<file path="config.mk">
export PLATFORM = sky130hd
export DESIGN_NAME = cswc_top
export DESIGN_NICKNAME = d
export VERILOG_FILES = /design/src/cswc_pkg.sv /design/src/cswc_space_decode.sv /design/src/cswc_top.sv
export SDC_FILE = /design/constraint.sdc
export NUM_CORES = 1
export LEC_CHECK = 0
export CAP_MARGIN = 20
export CORE_UTILIZATION = 65
export DETAILED_ROUTE_END_ITERATION = 12
export DONT_BUFFER_PORTS = 1
export PLACE_DENSITY = 0.87
export SYNTH_ARGS = -nofsm -noshare
export SYNTH_HDL_FRONTEND = slang
export SYNTH_SLANG_ARGS = --single-unit
</file>
<file path="constraint.sdc">
create_clock -name mclk -period 5.5 [get_ports mclk]
set_input_delay 0.825 -clock mclk [delete_from_list [all_inputs] [get_ports mclk]]
set_output_delay 0.825 -clock mclk [all_outputs]
set_load 0.005 [all_outputs]
</file>
<file path="src/cswc_pkg.sv">
// Package for the chip select and wait control block: register map, field positions,
// reset values, bus timing counts and the types that travel between the files.
// Assumes a single clock domain and an 8-bit register port.
`default_nettype none
package cswc_pkg;
    // Register indices on the plain register port.
    localparam logic [4:0] REG_SPC_BASE = 5'h00;
    localparam logic [4:0] REG_DEF = 5'h04;
    localparam logic [4:0] REG_START_BASE = 5'h08;
    localparam logic [4:0] REG_MASK_BASE = 5'h0C;
    localparam logic [4:0] REG_PORT_FN = 5'h10;
    localparam logic [4:0] REG_PORT_DIR = 5'h11;
    localparam logic [4:0] REG_STATUS = 5'h12;
    // Field positions inside a control register.
    localparam int BIT_EN = 7;
    localparam int BIT_AREA = 6;
    localparam int BIT_W8 = 3;
    localparam int WAIT_LSB = 0;
    // Values after reset.
    localparam logic [7:0] SPC_RST = 8'h00;
    localparam logic [7:0] SPC2_RST = 8'h80;
    localparam logic [7:0] DEF_RST = 8'h00;
    localparam logic [7:0] START_RST = 8'hFF;
    localparam logic [7:0] MASK_RST = 8'hFF;
    localparam logic [2:0] PORT_RST = 3'h0;
    // Wait field codes and the bus states each one inserts.
    localparam logic [2:0] WC_TWO = 3'h0;
    localparam logic [2:0] WC_ONE = 3'h1;
    localparam logic [2:0] WC_EXT = 3'h2;
    localparam logic [2:0] WC_ZERO = 3'h3;
    localparam logic [2:0] WC_THREE = 3'h5;
    localparam logic [2:0] WC_FOUR = 3'h6;
    localparam logic [2:0] WC_EIGHT = 3'h7;
    // Strobe cycles without waits, and cycles to let read data pass the pin synchroniser.
    localparam logic [3:0] STRB_BASE = 4'h1;
    localparam logic [3:0] SYNC_LAT = 4'h2;
    // Region code of the default region, and operand size codes.
    localparam logic [2:0] REGION_DEF = 3'h4;
    localparam logic [1:0] SZ_BYTE = 2'h0;
    localparam logic [1:0] SZ_WORD = 2'h1;

    typedef struct packed {
        logic [23:0] addr;
        logic [1:0] size;
        logic write;
        logic [31:0] wdata;
    } cswc_req_t;

    typedef struct packed {
        logic lo_use;
        logic hi_use;
        logic [1:0] hi_idx;
        logic [2:0] nb;
        logic [3:0] waits;
        logic [3:0] cs;
    } cswc_piece_t;

    typedef enum logic [2:0] {ST_IDLE, ST_INT, ST_ADDR, ST_STRB, ST_HOLD} cswc_state_t;
endpackage
`default_nettype wire

</file>
<file path="src/cswc_space_decode.sv">
// Address decoder for the four programmable spaces of the chip select block.
// Assumes the register values come from flops on the same clock as the address.
`default_nettype none
module cswc_space_decode
    import cswc_pkg::*;
(
    input wire logic mclk, // Clock, used by the checks only.
    input wire logic rst, // Synchronous reset, active high.
    input wire logic [23:0] addr, // Byte address of the current bus piece.
    input wire logic [3:0][7:0] start, // Start address registers, bits 23..16.
    input wire logic [3:0][7:0] mask, // Address mask registers.
    input wire logic [3:0] en, // Master enables of the spaces.
    input wire logic area2, // Space 2 uses its window when set.
    output logic [2:0] region, // Winning space number, or the default region.
    output logic [3:0] cs_sel // One-hot select of the winning space.
);
    logic [3:0] hit;

    // Maps an 8-bit mask register onto address bits 23..8; spaces 0 and 1 each map other bits, spaces 2 and 3 share one map.
    function automatic logic [15:0] expand_mask(input int idx, input logic [7:0] m);
        logic [15:0] e;
        e = 16'h0000;
        if (idx == 0) begin
            e = {3'h0, m[7:2], {6{m[1]}}, m[0]};
        end else if (idx == 1) begin
            e = {2'h0, m[7:2], {7{m[1]}}, m[0]};
        end else begin
            e = {1'h0, m, 7'h7F};
        end
        return e;
    endfunction

    always_comb begin
        for (int i = 0; i < 4; i++) begin
            hit[i] = en[i] && (((addr[23:8] ^ {start[i], 8'h00}) & ~expand_mask(i, mask[i])) == 16'h0000);
        end
        if (en[2] && !area2) begin
            hit[2] = 1'b1;
        end
    end

    always_comb begin
        region = REGION_DEF;
        cs_sel = 4'h0;
        for (int i = 3; i >= 0; i--) begin
            if (hit[i]) begin
                region = 3'(i);
                cs_sel = 4'h1 << i;
            end
        end
    end

    // Space 0 overrides every other space when it matches.
    property p_prio;
        @(posedge mclk) disable iff (rst) hit[0] |-> (region == 3'h0) && (cs_sel == 4'h1);
    endproperty
    a_prio: assert property (p_prio) else $error("space 0 did not win priority");

    // A disabled space is never chosen.
    property p_enable;
        @(posedge mclk) disable iff (rst) (region != REGION_DEF) |-> en[region[1:0]];
    endproperty
    a_enable: assert property (p_enable) else $error("disabled space was selected");
endmodule
`default_nettype wire

</file>
<file path="src/cswc_top.sv">
// Chip select and wait control: decodes core accesses into spaces, splits operands for
// dynamic bus sizing and runs external bus cycles with programmed waits.
// Assumes core requests and the register port are on mclk; external data pins are async.
//
// Function
// - Bit 7 enables a space; its decode, width and waits apply only then.
// - Reset disables spaces 0, 1, 3 and enables space 2.
// - Bit 3 picks bus width per region: 0 is 16 bits, 1 is 8 bits.
// - 8-bit memory uses low lane; 16-bit uses low lane even, high lane odd.
// - Wide or misaligned operands split into cycles at ascending addresses.
// - Read data on lanes carrying no operand byte is ignored.
// - Unused write lanes float and their write strobe stays inactive.
// - Bits 2..0 set the wait states inserted for that region.
// - Wait codes map to 2, 1, 0, 3, 4 or 8 wait states.
// - The externally extended wait code acts as one wait.
// - Reset loads every wait field with the two-wait code.
// - Addresses outside all spaces use the default region settings.
// - Space 2 bit 6 chooses whole range or start and mask window.
// - Reset clears the space 2 area select, covering the whole range.
// - Space 3 has no pin but still applies its waits when enabled.
// - Spaces overlapping internal areas serve internally with no chip select.
// - A select pin drives only when port function and direction bits are set.
// - A space hits when unmasked address bits equal the start address.
// - The lowest-numbered matching space takes priority.
`default_nettype none
module cswc_top
    import cswc_pkg::*;
(
    input wire logic mclk, // System clock, 125 MHz.
    input wire logic rst, // Synchronous reset, active high.
    input wire logic [4:0] reg_addr, // Register index.
    input wire logic [7:0] reg_wdata, // Register write data.
    input wire logic reg_wr, // Register write strobe.
    input wire logic reg_rd, // Register read strobe.
    output logic [7:0] reg_rdata, // Read data, valid the cycle after the strobe.
    input wire logic req_valid, // Core access request.
    input wire cswc_req_t req, // Core access: address, size, direction, data.
    input wire logic req_internal, // Access falls in an internal I/O, RAM or ROM area.
    output logic req_ready, // Request accepted while high.
    output logic done, // One-cycle pulse when the access completes.
    output logic [31:0] rd_data, // Assembled read operand.
    output logic [23:0] ext_addr, // External address bus.
    output logic [15:0] ext_dout, // External data out.
    output logic [1:0] ext_doe_n, // Data lane output enables, low while driving.
    input wire logic [15:0] ext_din, // External data in.
    output logic ext_rd_n, // Read strobe.
    output logic ext_wrl_n, // Low lane write strobe.
    output logic ext_wrh_n, // High lane write strobe.
    output logic [2:0] cs_pin_n // Chip select pins of spaces 0 to 2.
);
    cswc_state_t state_ff, nxt_state;
    cswc_req_t req_ff;
    cswc_piece_t pc_ff, nxt_pc;
    logic [3:0][7:0] spc_ctl_ff, start_ff, mask_ff;
    logic [3:0] def_ctl_ff;
    logic [2:0] port_fn_ff, port_dir_ff;
    logic [23:0] cur_addr_ff;
    logic [2:0] k_ff, left_ff;
    logic [3:0] cnt_ff;
    logic [3:0] cs_act_ff, nxt_cs_act;
    logic [2:0] region, last_region_ff;
    logic [3:0] cs_sel, dec_en;
    logic [2:0] dec_code;
    logic dec_w8;
    logic [15:0] din_s1_ff, din_s2_ff;
    logic [31:0] rbuf_ff;
    logic [7:0] reg_rdata_ff;
    logic done_ff, rd_n_ff, wrl_n_ff, wrh_n_ff;
    logic [1:0] doe_n_ff;
    logic [15:0] dout_ff;
    logic [23:0] ext_addr_ff;
    logic [2:0] cs_pin_n_ff;

    // Wait code to number of inserted bus states.
    function automatic logic [3:0] wait_decode(input logic [2:0] c);
        logic [3:0] w;
        w = 4'h2;
        case (c)
            WC_TWO: w = 4'h2;
            WC_ONE: w = 4'h1;
            WC_EXT: w = 4'h1;
            WC_ZERO: w = 4'h0;
            WC_THREE: w = 4'h3;
            WC_FOUR: w = 4'h4;
            WC_EIGHT: w = 4'h8;
            default: w = 4'h2; // Reserved code; software must not use it.
        endcase
        return w;
    endfunction

    // Picks byte i of a 32-bit operand.
    function automatic logic [7:0] get_byte(input logic [31:0] w, input logic [1:0] i);
        return w[{i, 3'h0} +: 8];
    endfunction

    assign dec_en = {spc_ctl_ff[3][BIT_EN], spc_ctl_ff[2][BIT_EN], spc_ctl_ff[1][BIT_EN], spc_ctl_ff[0][BIT_EN]};

    cswc_space_decode u_dec (
        .mclk(mclk),
        .rst(rst),
        .addr(cur_addr_ff),
        .start(start_ff),
        .mask(mask_ff),
        .en(dec_en),
        .area2(spc_ctl_ff[2][BIT_AREA]),
        .region(region),
        .cs_sel(cs_sel)
    );

    always_comb begin
        if (region == REGION_DEF) begin
            dec_w8 = def_ctl_ff[BIT_W8];
            dec_code = def_ctl_ff[WAIT_LSB +: 3];
        end else begin
            dec_w8 = spc_ctl_ff[region[1:0]][BIT_W8];
            dec_code = spc_ctl_ff[region[1:0]][WAIT_LSB +: 3];
        end
    end

    always_comb begin
        nxt_pc = '0;
        nxt_pc.waits = wait_decode(dec_code);
        nxt_pc.cs = cs_sel;
        nxt_pc.hi_idx = k_ff[1:0];
        nxt_pc.nb = 3'h1;
        if (dec_w8) begin
            nxt_pc.lo_use = 1'b1;
        end else if (cur_addr_ff[0]) begin
            nxt_pc.hi_use = 1'b1;
        end else if (left_ff >= 3'h2) begin
            nxt_pc.lo_use = 1'b1;
            nxt_pc.hi_use = 1'b1;
            nxt_pc.hi_idx = k_ff[1:0] + 2'h1;
            nxt_pc.nb = 3'h2;
        end else begin
            nxt_pc.lo_use = 1'b1;
        end
    end

    // Sequencer: each piece is one address state, strobe states for the base plus waits, then a hold for the synchroniser.
    always_comb begin
        nxt_state = state_ff;
        unique case (state_ff)
            ST_IDLE: begin
                if (req_valid) begin
                    nxt_state = req_internal ? ST_INT : ST_ADDR;
                end
            end
            ST_INT: nxt_state = ST_IDLE;
            ST_ADDR: nxt_state = ST_STRB;
            ST_STRB: begin
                if (cnt_ff == 4'h0) begin
                    nxt_state = ST_HOLD;
                end
            end
            ST_HOLD: begin
                if (cnt_ff == 4'h0) begin
                    nxt_state = (left_ff == pc_ff.nb) ? ST_IDLE : ST_ADDR;
                end
            end
        endcase
    end

    assign req_ready = (state_ff == ST_IDLE);

    // State, counters and operand position.
    always_ff @(posedge mclk) begin
        if (rst) begin
            state_ff <= ST_IDLE;
            req_ff <= '0;
            pc_ff <= '0;
            cur_addr_ff <= 24'h000000;
            k_ff <= 3'h0;
            left_ff <= 3'h0;
            cnt_ff <= 4'h0;
            last_region_ff <= REGION_DEF;
        end else begin
            state_ff <= nxt_state;
            unique case (state_ff)
                ST_IDLE: begin
                    if (req_valid) begin
                        req_ff <= req;
                        cur_addr_ff <= req.addr;
                        k_ff <= 3'h0;
                        left_ff <= (req.size == SZ_BYTE) ? 3'h1 : (req.size == SZ_WORD) ? 3'h2 : 3'h4;
                    end
                end
                ST_INT: cnt_ff <= 4'h0;
                ST_ADDR: begin
                    pc_ff <= nxt_pc;
                    last_region_ff <= region;
                    cnt_ff <= STRB_BASE + nxt_pc.waits - 4'h1;
                end
                ST_STRB: begin
                    cnt_ff <= (cnt_ff == 4'h0) ? SYNC_LAT - 4'h1 : cnt_ff - 4'h1;
                end
                ST_HOLD: begin
                    if (cnt_ff == 4'h0) begin
                        k_ff <= k_ff + pc_ff.nb;
                        left_ff <= left_ff - pc_ff.nb;
                        cur_addr_ff <= cur_addr_ff + 24'(pc_ff.nb);
                    end else begin
                        cnt_ff <= cnt_ff - 4'h1;
                    end
                end
            endcase
        end
    end

    // Chip select activity follows the piece from strobe start to hold end.
    always_comb begin
        nxt_cs_act = cs_act_ff;
        if (state_ff == ST_ADDR) begin
            nxt_cs_act = nxt_pc.cs;
        end else if (state_ff == ST_HOLD && cnt_ff == 4'h0) begin
            nxt_cs_act = 4'h0;
        end else if (state_ff == ST_IDLE || state_ff == ST_INT) begin
            nxt_cs_act = 4'h0;
        end
    end

    // External pins; strobes cover the base state plus every wait.
    always_ff @(posedge mclk) begin
        if (rst) begin
            cs_act_ff <= 4'h0;
            cs_pin_n_ff <= 3'h7;
            ext_addr_ff <= 24'h000000;
            rd_n_ff <= 1'b1;
            wrl_n_ff <= 1'b1;
            wrh_n_ff <= 1'b1;
            doe_n_ff <= 2'h3;
            dout_ff <= 16'h0000;
        end else begin
            cs_act_ff <= nxt_cs_act;
            cs_pin_n_ff <= ~(nxt_cs_act[2:0] & port_fn_ff & port_dir_ff);
            if (state_ff == ST_ADDR) begin
                ext_addr_ff <= cur_addr_ff;
                rd_n_ff <= req_ff.write;
                wrl_n_ff <= !(req_ff.write && nxt_pc.lo_use);
                wrh_n_ff <= !(req_ff.write && nxt_pc.hi_use);
                doe_n_ff <= {!(req_ff.write && nxt_pc.hi_use), !(req_ff.write && nxt_pc.lo_use)};
                dout_ff <= {get_byte(req_ff.wdata, nxt_pc.hi_idx), get_byte(req_ff.wdata, k_ff[1:0])};
            end else if (state_ff == ST_STRB && cnt_ff == 4'h0) begin
                rd_n_ff <= 1'b1;
                wrl_n_ff <= 1'b1;
                wrh_n_ff <= 1'b1;
            end else if (state_ff == ST_HOLD && cnt_ff == 4'h0) begin
                doe_n_ff <= 2'h3;
            end
        end
    end

    // Read data pins pass two flops before anything looks at them.
    always_ff @(posedge mclk) begin
        if (rst) begin
            din_s1_ff <= 16'h0000;
            din_s2_ff <= 16'h0000;
        end else begin
            din_s1_ff <= ext_din;
            din_s2_ff <= din_s1_ff;
        end
    end

    // Operand assembly; the hold lasts just long enough for strobe-time data to arrive.
    always_ff @(posedge mclk) begin
        if (rst) begin
            rbuf_ff <= 32'h00000000;
            done_ff <= 1'b0;
        end else begin
            done_ff <= (state_ff == ST_INT) || (state_ff == ST_HOLD && cnt_ff == 4'h0 && left_ff == pc_ff.nb);
            if (state_ff == ST_IDLE && req_valid) begin
                rbuf_ff <= 32'h00000000;
            end else if (state_ff == ST_HOLD && cnt_ff == 4'h0 && !req_ff.write) begin
                if (pc_ff.lo_use) begin
                    rbuf_ff[{k_ff[1:0], 3'h0} +: 8] <= din_s2_ff[7:0];
                end
                if (pc_ff.hi_use) begin
                    rbuf_ff[{pc_ff.hi_idx, 3'h0} +: 8] <= din_s2_ff[15:8];
                end
            end
        end
    end

    // Register file; control registers are write-only so a read-modify-write cannot work.
    always_ff @(posedge mclk) begin
        if (rst) begin
            spc_ctl_ff <= {SPC_RST, SPC2_RST, SPC_RST, SPC_RST};
            def_ctl_ff <= DEF_RST[3:0];
            start_ff <= {4{START_RST}};
            mask_ff <= {4{MASK_RST}};
            port_fn_ff <= PORT_RST;
            port_dir_ff <= PORT_RST;
        end else if (reg_wr) begin
            if (reg_addr[4:2] == REG_SPC_BASE[4:2]) begin
                spc_ctl_ff[reg_addr[1:0]] <= reg_wdata;
            end
            if (reg_addr == REG_DEF) begin
                def_ctl_ff <= reg_wdata[3:0];
            end
            if (reg_addr[4:2] == REG_START_BASE[4:2]) begin
                start_ff[reg_addr[1:0]] <= reg_wdata;
            end
            if (reg_addr[4:2] == REG_MASK_BASE[4:2]) begin
                mask_ff[reg_addr[1:0]] <= reg_wdata;
            end
            if (reg_addr == REG_PORT_FN) begin
                port_fn_ff <= reg_wdata[2:0];
            end
            if (reg_addr == REG_PORT_DIR) begin
                port_dir_ff <= reg_wdata[2:0];
            end
        end
    end

    // Register reads; control registers and unmapped indices read as zero.
    always_ff @(posedge mclk) begin
        if (rst) begin
            reg_rdata_ff <= 8'h00;
        end else if (reg_rd) begin
            reg_rdata_ff <= 8'h00;
            if (reg_addr[4:2] == REG_START_BASE[4:2]) begin
                reg_rdata_ff <= start_ff[reg_addr[1:0]];
            end
            if (reg_addr[4:2] == REG_MASK_BASE[4:2]) begin
                reg_rdata_ff <= mask_ff[reg_addr[1:0]];
            end
            if (reg_addr == REG_PORT_FN) begin
                reg_rdata_ff <= {5'h00, port_fn_ff};
            end
            if (reg_addr == REG_PORT_DIR) begin
                reg_rdata_ff <= {5'h00, port_dir_ff};
            end
            if (reg_addr == REG_STATUS) begin
                reg_rdata_ff <= {4'h0, !req_ready, last_region_ff};
            end
        end else begin
            reg_rdata_ff <= 8'h00;
        end
    end

    assign reg_rdata = reg_rdata_ff;
    assign done = done_ff;
    assign rd_data = rbuf_ff;
    assign ext_addr = ext_addr_ff;
    assign ext_dout = dout_ff;
    assign ext_doe_n = doe_n_ff;
    assign ext_rd_n = rd_n_ff;
    assign ext_wrl_n = wrl_n_ff;
    assign ext_wrh_n = wrh_n_ff;
    assign cs_pin_n = cs_pin_n_ff;

    // Reset leaves only space 2 on, whole range, two waits everywhere.
    property p_reset_vals;
        @(posedge mclk) $past(rst) && !rst |-> spc_ctl_ff[2] == 8'h80 && spc_ctl_ff[0] == 8'h00
            && spc_ctl_ff[1] == 8'h00 && spc_ctl_ff[3] == 8'h00 && def_ctl_ff == 4'h0;
    endproperty
    a_reset_vals: assert property (p_reset_vals) else $error("wrong control values after reset");

    // Eight-wait code holds a read strobe for nine cycles.
    property p_eight;
        @(posedge mclk) disable iff (rst) (state_ff == ST_ADDR && dec_code == 3'h7 && !req_ff.write)
            |=> !ext_rd_n [*8] ##1 !ext_rd_n ##1 ext_rd_n;
    endproperty
    a_eight: assert property (p_eight) else $error("eight-wait strobe length wrong");

    // Zero-wait code gives a single strobe cycle; the external wait code gives two.
    property p_zero_ext;
        @(posedge mclk) disable iff (rst)
            (state_ff == ST_ADDR && !req_ff.write && dec_code == 3'h3 |=> !ext_rd_n ##1 ext_rd_n)
            and (state_ff == ST_ADDR && !req_ff.write && dec_code == 3'h2 |=> !ext_rd_n [*2] ##1 ext_rd_n);
    endproperty
    a_zero_ext: assert property (p_zero_ext) else $error("zero or extended wait handled wrong");

    // A write strobe on a lane implies that lane is driven.
    property p_lane;
        @(posedge mclk) disable iff (rst) (!ext_wrh_n |-> !ext_doe_n[1]) and (!ext_wrl_n |-> !ext_doe_n[0]);
    endproperty
    a_lane: assert property (p_lane) else $error("write strobe on floating lane");

    // An 8-bit region never uses the high lane.
    property p_w8;
        @(posedge mclk) disable iff (rst) (state_ff == ST_ADDR && dec_w8) |=> ext_wrh_n && ext_doe_n[1] && !pc_ff.hi_use;
    endproperty
    a_w8: assert property (p_w8) else $error("8-bit region used high lane");

    // A select pin is low only when its port bits were both set.
    property p_pin_gate;
        @(posedge mclk) disable iff (rst) (~cs_pin_n & ~($past(port_fn_ff) & $past(port_dir_ff))) == 3'h0;
    endproperty
    a_pin_gate: assert property (p_pin_gate) else $error("select driven without port enable");

    // Internal accesses pulse done two cycles after being taken, without any select.
    property p_internal;
        @(posedge mclk) disable iff (rst) (state_ff == ST_IDLE && req_valid && req_internal)
            |=> (&cs_pin_n) ##1 (done && (&cs_pin_n));
    endproperty
    a_internal: assert property (p_internal) else $error("internal access drove a select");
endmodule
`default_nettype wire

</file>
==> impl_metrics.toml <==
[synth]
synth_area_leaders = "dfxtp_1 (41%), nand2_1 (7.1%), a21oi_1 (5.6%), nor2b_1 (3.9%), nor2_1 (3.8%)"
yosys_warnings = 0
yosysSeqAreaShare_pct = 41.3
async_flop_share_pct = 0
yosys.area.top_type_share_pct = 41.3
synth_top_cell_by_area = "dfxtp_1"
syn_nets = 1814
syn_area_per_cell_um2 = 8.47
synth_edf_count = 0
ys_seq_elements = 297
syn_inst = 1701
synth_area_um2 = 14400
synthDistinctLibCells = 77
ys.flop_type = "dfxtp_1"

[timing]
rsz0062_at_grt = "no"
fmax_ghz = 0.262
maxSlewHeadroom_pct = 27.3
setup_viol = 0
tightest_slew_ns = 1.09
setup_slack_ns = 1.68
period_needed_ns = 3.82
period_share_pct = 69.5
maxSlewViolCount = 0
clock_skew_ns = 0.0301
hold_viol = 0
fin_setup_tns_ns = 0

[hold_path]
whs_path_depth = 1
min_from = "rst"
min_to = "din_s1_ff[2]"
hold_class = "input pin to flop"

[clocking]
clk_pin_slew_ns = 0.06
cts-root-buf = "clkbuf_16"
cts-htree-levels = 1
postCtsSetupBuffers = 0
clock_sinks = 297
cts_hold_buffers = 0
clock_latency_ns = 0.58
cts_buffer_depth = 3
numCtsBuffers = 31
cts_resized = 0
tritoncts = "built"

[finish]
fillCellCount = 1691
stdcell_count = 1928
multiInputGateArea_um2 = 7860
num_antenna_cells = 0
final_cell_mix = "dfxtp_1 (297), nand2_1 (273), a21oi_1 (162)"
mostFrequentLayoutCell = "dfxtp_1"
seq_area_um2 = 5950
drive_above_1_share_pct = 7.28
area_delta_synth_final_pct = 6.74
fin_nets = 1736

[worst_setup_path]
rrSetupSlack_ns = 1.68
end_kind = "flop"
critical_path_class = "flop to flop"
cp_max_fo = 17
critPathLaunchType = "flop"
ff2ff_path_depth = 9
regToRegStartpoint = "cur_addr_ff[9]"
reg2reg_to = "ext_dout[14]"
cp_data_arrival_time_ns = 4.26
startpoint = "cur_addr_ff[9]"
cp.required_ns = 5.94

[power]
intPower_uw = 3770
p_clk_share_pct = 37.3
switching_power_uw = 1600
pwr-share-comb_pct = 16.2
cellLeakagePower_uw = 0.00546
sw_frac_of_total_pct = 29.8
power_density_nw_per_um2 = 349
vdd_drop_max_uv = 286
p_seq_share_pct = 46.4
finalPower_uw = 5370

[run]
maxCapViolCount = 0

[floorplanning]
core-area_um2 = 21800
initial_utilization_pct = 66.3
pin_count = 184
die_w_um = 151
die_h_um = 151
die-area_um2 = 22800
fp-row-count = 54

[place]
numPortBuffers = 0
dp_slack_ns = 1.77
dp_hpwl_um = 26400
dp_cells = 1867
gp_congestion = 0.982

[global_route]
grt.total_usage_pct = 33.1
grt_pass1_wl_um = 59900
grt_max_degree = 254
antenna_found_initial = 1
grt_overflow = 0
grt_pass1_vias = 11500

[routing]
drtIter0Drc = 979
antenna_left = 0
drc = 0
via_per_inst = 6.53
first_pass_iters = 9
wl_per_cell_um = 20.1
drt-total-wl_um = 38700
vias = 12600

[outcome]
status = "completed"
## metal layers
metal | GRT usage (%) | up-vias | wire length (µm)
met1 | 38.9 | 5918 | 14700
met3 | 7.65 | 156 | 3140
li1 | - | 5913 | -
met5 | 0 | - | 0
met2 | 56.3 | 602 | 18800
met4 | 17.0 | 0 | 2030
## logic make-up after synthesis
logic type                 count (synthesis)  synth area share [%]
AOI/OAI and AO/OA                        493                  23.4
xor gates and xnor gates                  36                  2.37
adders and majority gates                 19                  1.75
buffers and inverters                    153                  4.45
DFF                                      297                  41.2
muxes                                     56                  5.97
and+or+nand+nor                          647                  20.8
## flip-flops by register name, summed over array words and instances, names as in the netlist, 6 cells and up
signal / flops
start_ff: 32
reg_rdata: 8
mask_ff: 32
din_s2_ff: 16
req_ff: 33
ext_addr: 24
pc_ff: 6
cur_addr_ff: 24
spc_ctl_ff: 17
rd_data: 32
din_s1_ff: 16
ext_dout: 16
## power by group through the flow
| stage | Sequential (µW) | Clock (µW) | Combinational (µW) |
|---|---|---|---|
| detailed placement | 2530 | 0 | 849 |
| finish | 2490 | 2010 | 870 |
| global placement | 2530 | 0 | 818 |
| floorplan | 2420 | 0 | 780 |
| CTS | 2490 | 2020 | 853 |
| global route | 2510 | 2100 | 964 |
## worst max-delay path, stage by stage (launching register included)
cell and delay, ns:
dfxtp_1 0.35, nor4_1 0.67, a21oi_1 0.18, nor3_2 0.41
nand2_1 0.34, or2_2 0.44, a31oi_4 0.31, mux2_4 0.42
nor2b_1 0.22, a221o_1 0.33
## metrics by stage
| step | hold WS, ns | util, % | area, µm² |
|---|---|---|---|
| 3_3_place_gp | 0.407 | 66.0 | 14400 |
| 6_report | 0.353 | 70.7 | 15400 |
| 3_5_place_dp | 0.403 | 66.0 | 14400 |
| 4_1_cts | 0.335 | 70.5 | 15300 |
| 5_1_grt | 0.330 | 70.7 | 15400 |
| 2_1_floorplan | 0.377 | - | 14400 |
## synthesized netlist by cell type, types with 8 or more instances
master / n
and3_1: 8
clkbuf_1: 106
a21oi_1: 162
nand2_1: 274
o31ai_1: 17
a22oi_1: 64
mux4_2: 23
mux2i_1: 29
dfxtp_1: 297
o21ai_0: 46
ha_1: 17
a211o_1: 49
a31oi_1: 8
buf_1: 10
and2_1: 8
a22o_1: 40
inv_1: 22
o22ai_1: 25
a211oi_1: 18
nor2b_1: 89
nand2b_1: 12
nand3_1: 32
nor2_1: 144
xnor2_1: 33
nand3b_1: 18
nor3_1: 27
## worst max path at each step
stage / end / cells past startpoint
after floorplan: rd_data[30] / 9
final: ext_dout[14] / 9
after global routing: ext_dout[9] / 10
after CTS: ext_dout[14] / 9
after detailed placement: ext_dout[14] / 9
after global placement: ext_dout[14] / 9
## area by class of cell
class,instances,area share [%]
Clock inverter,8,0.309
Timing Repair Buffer,20,1.10
Sequential cell,297,38.6
Tap cell,280,2.28
Clock buffer,50,6.03
Multi-Input combinational cell,1251,51.1
Inverter,22,0.537
Note: power is estimated with default switching activity, not from simulation.
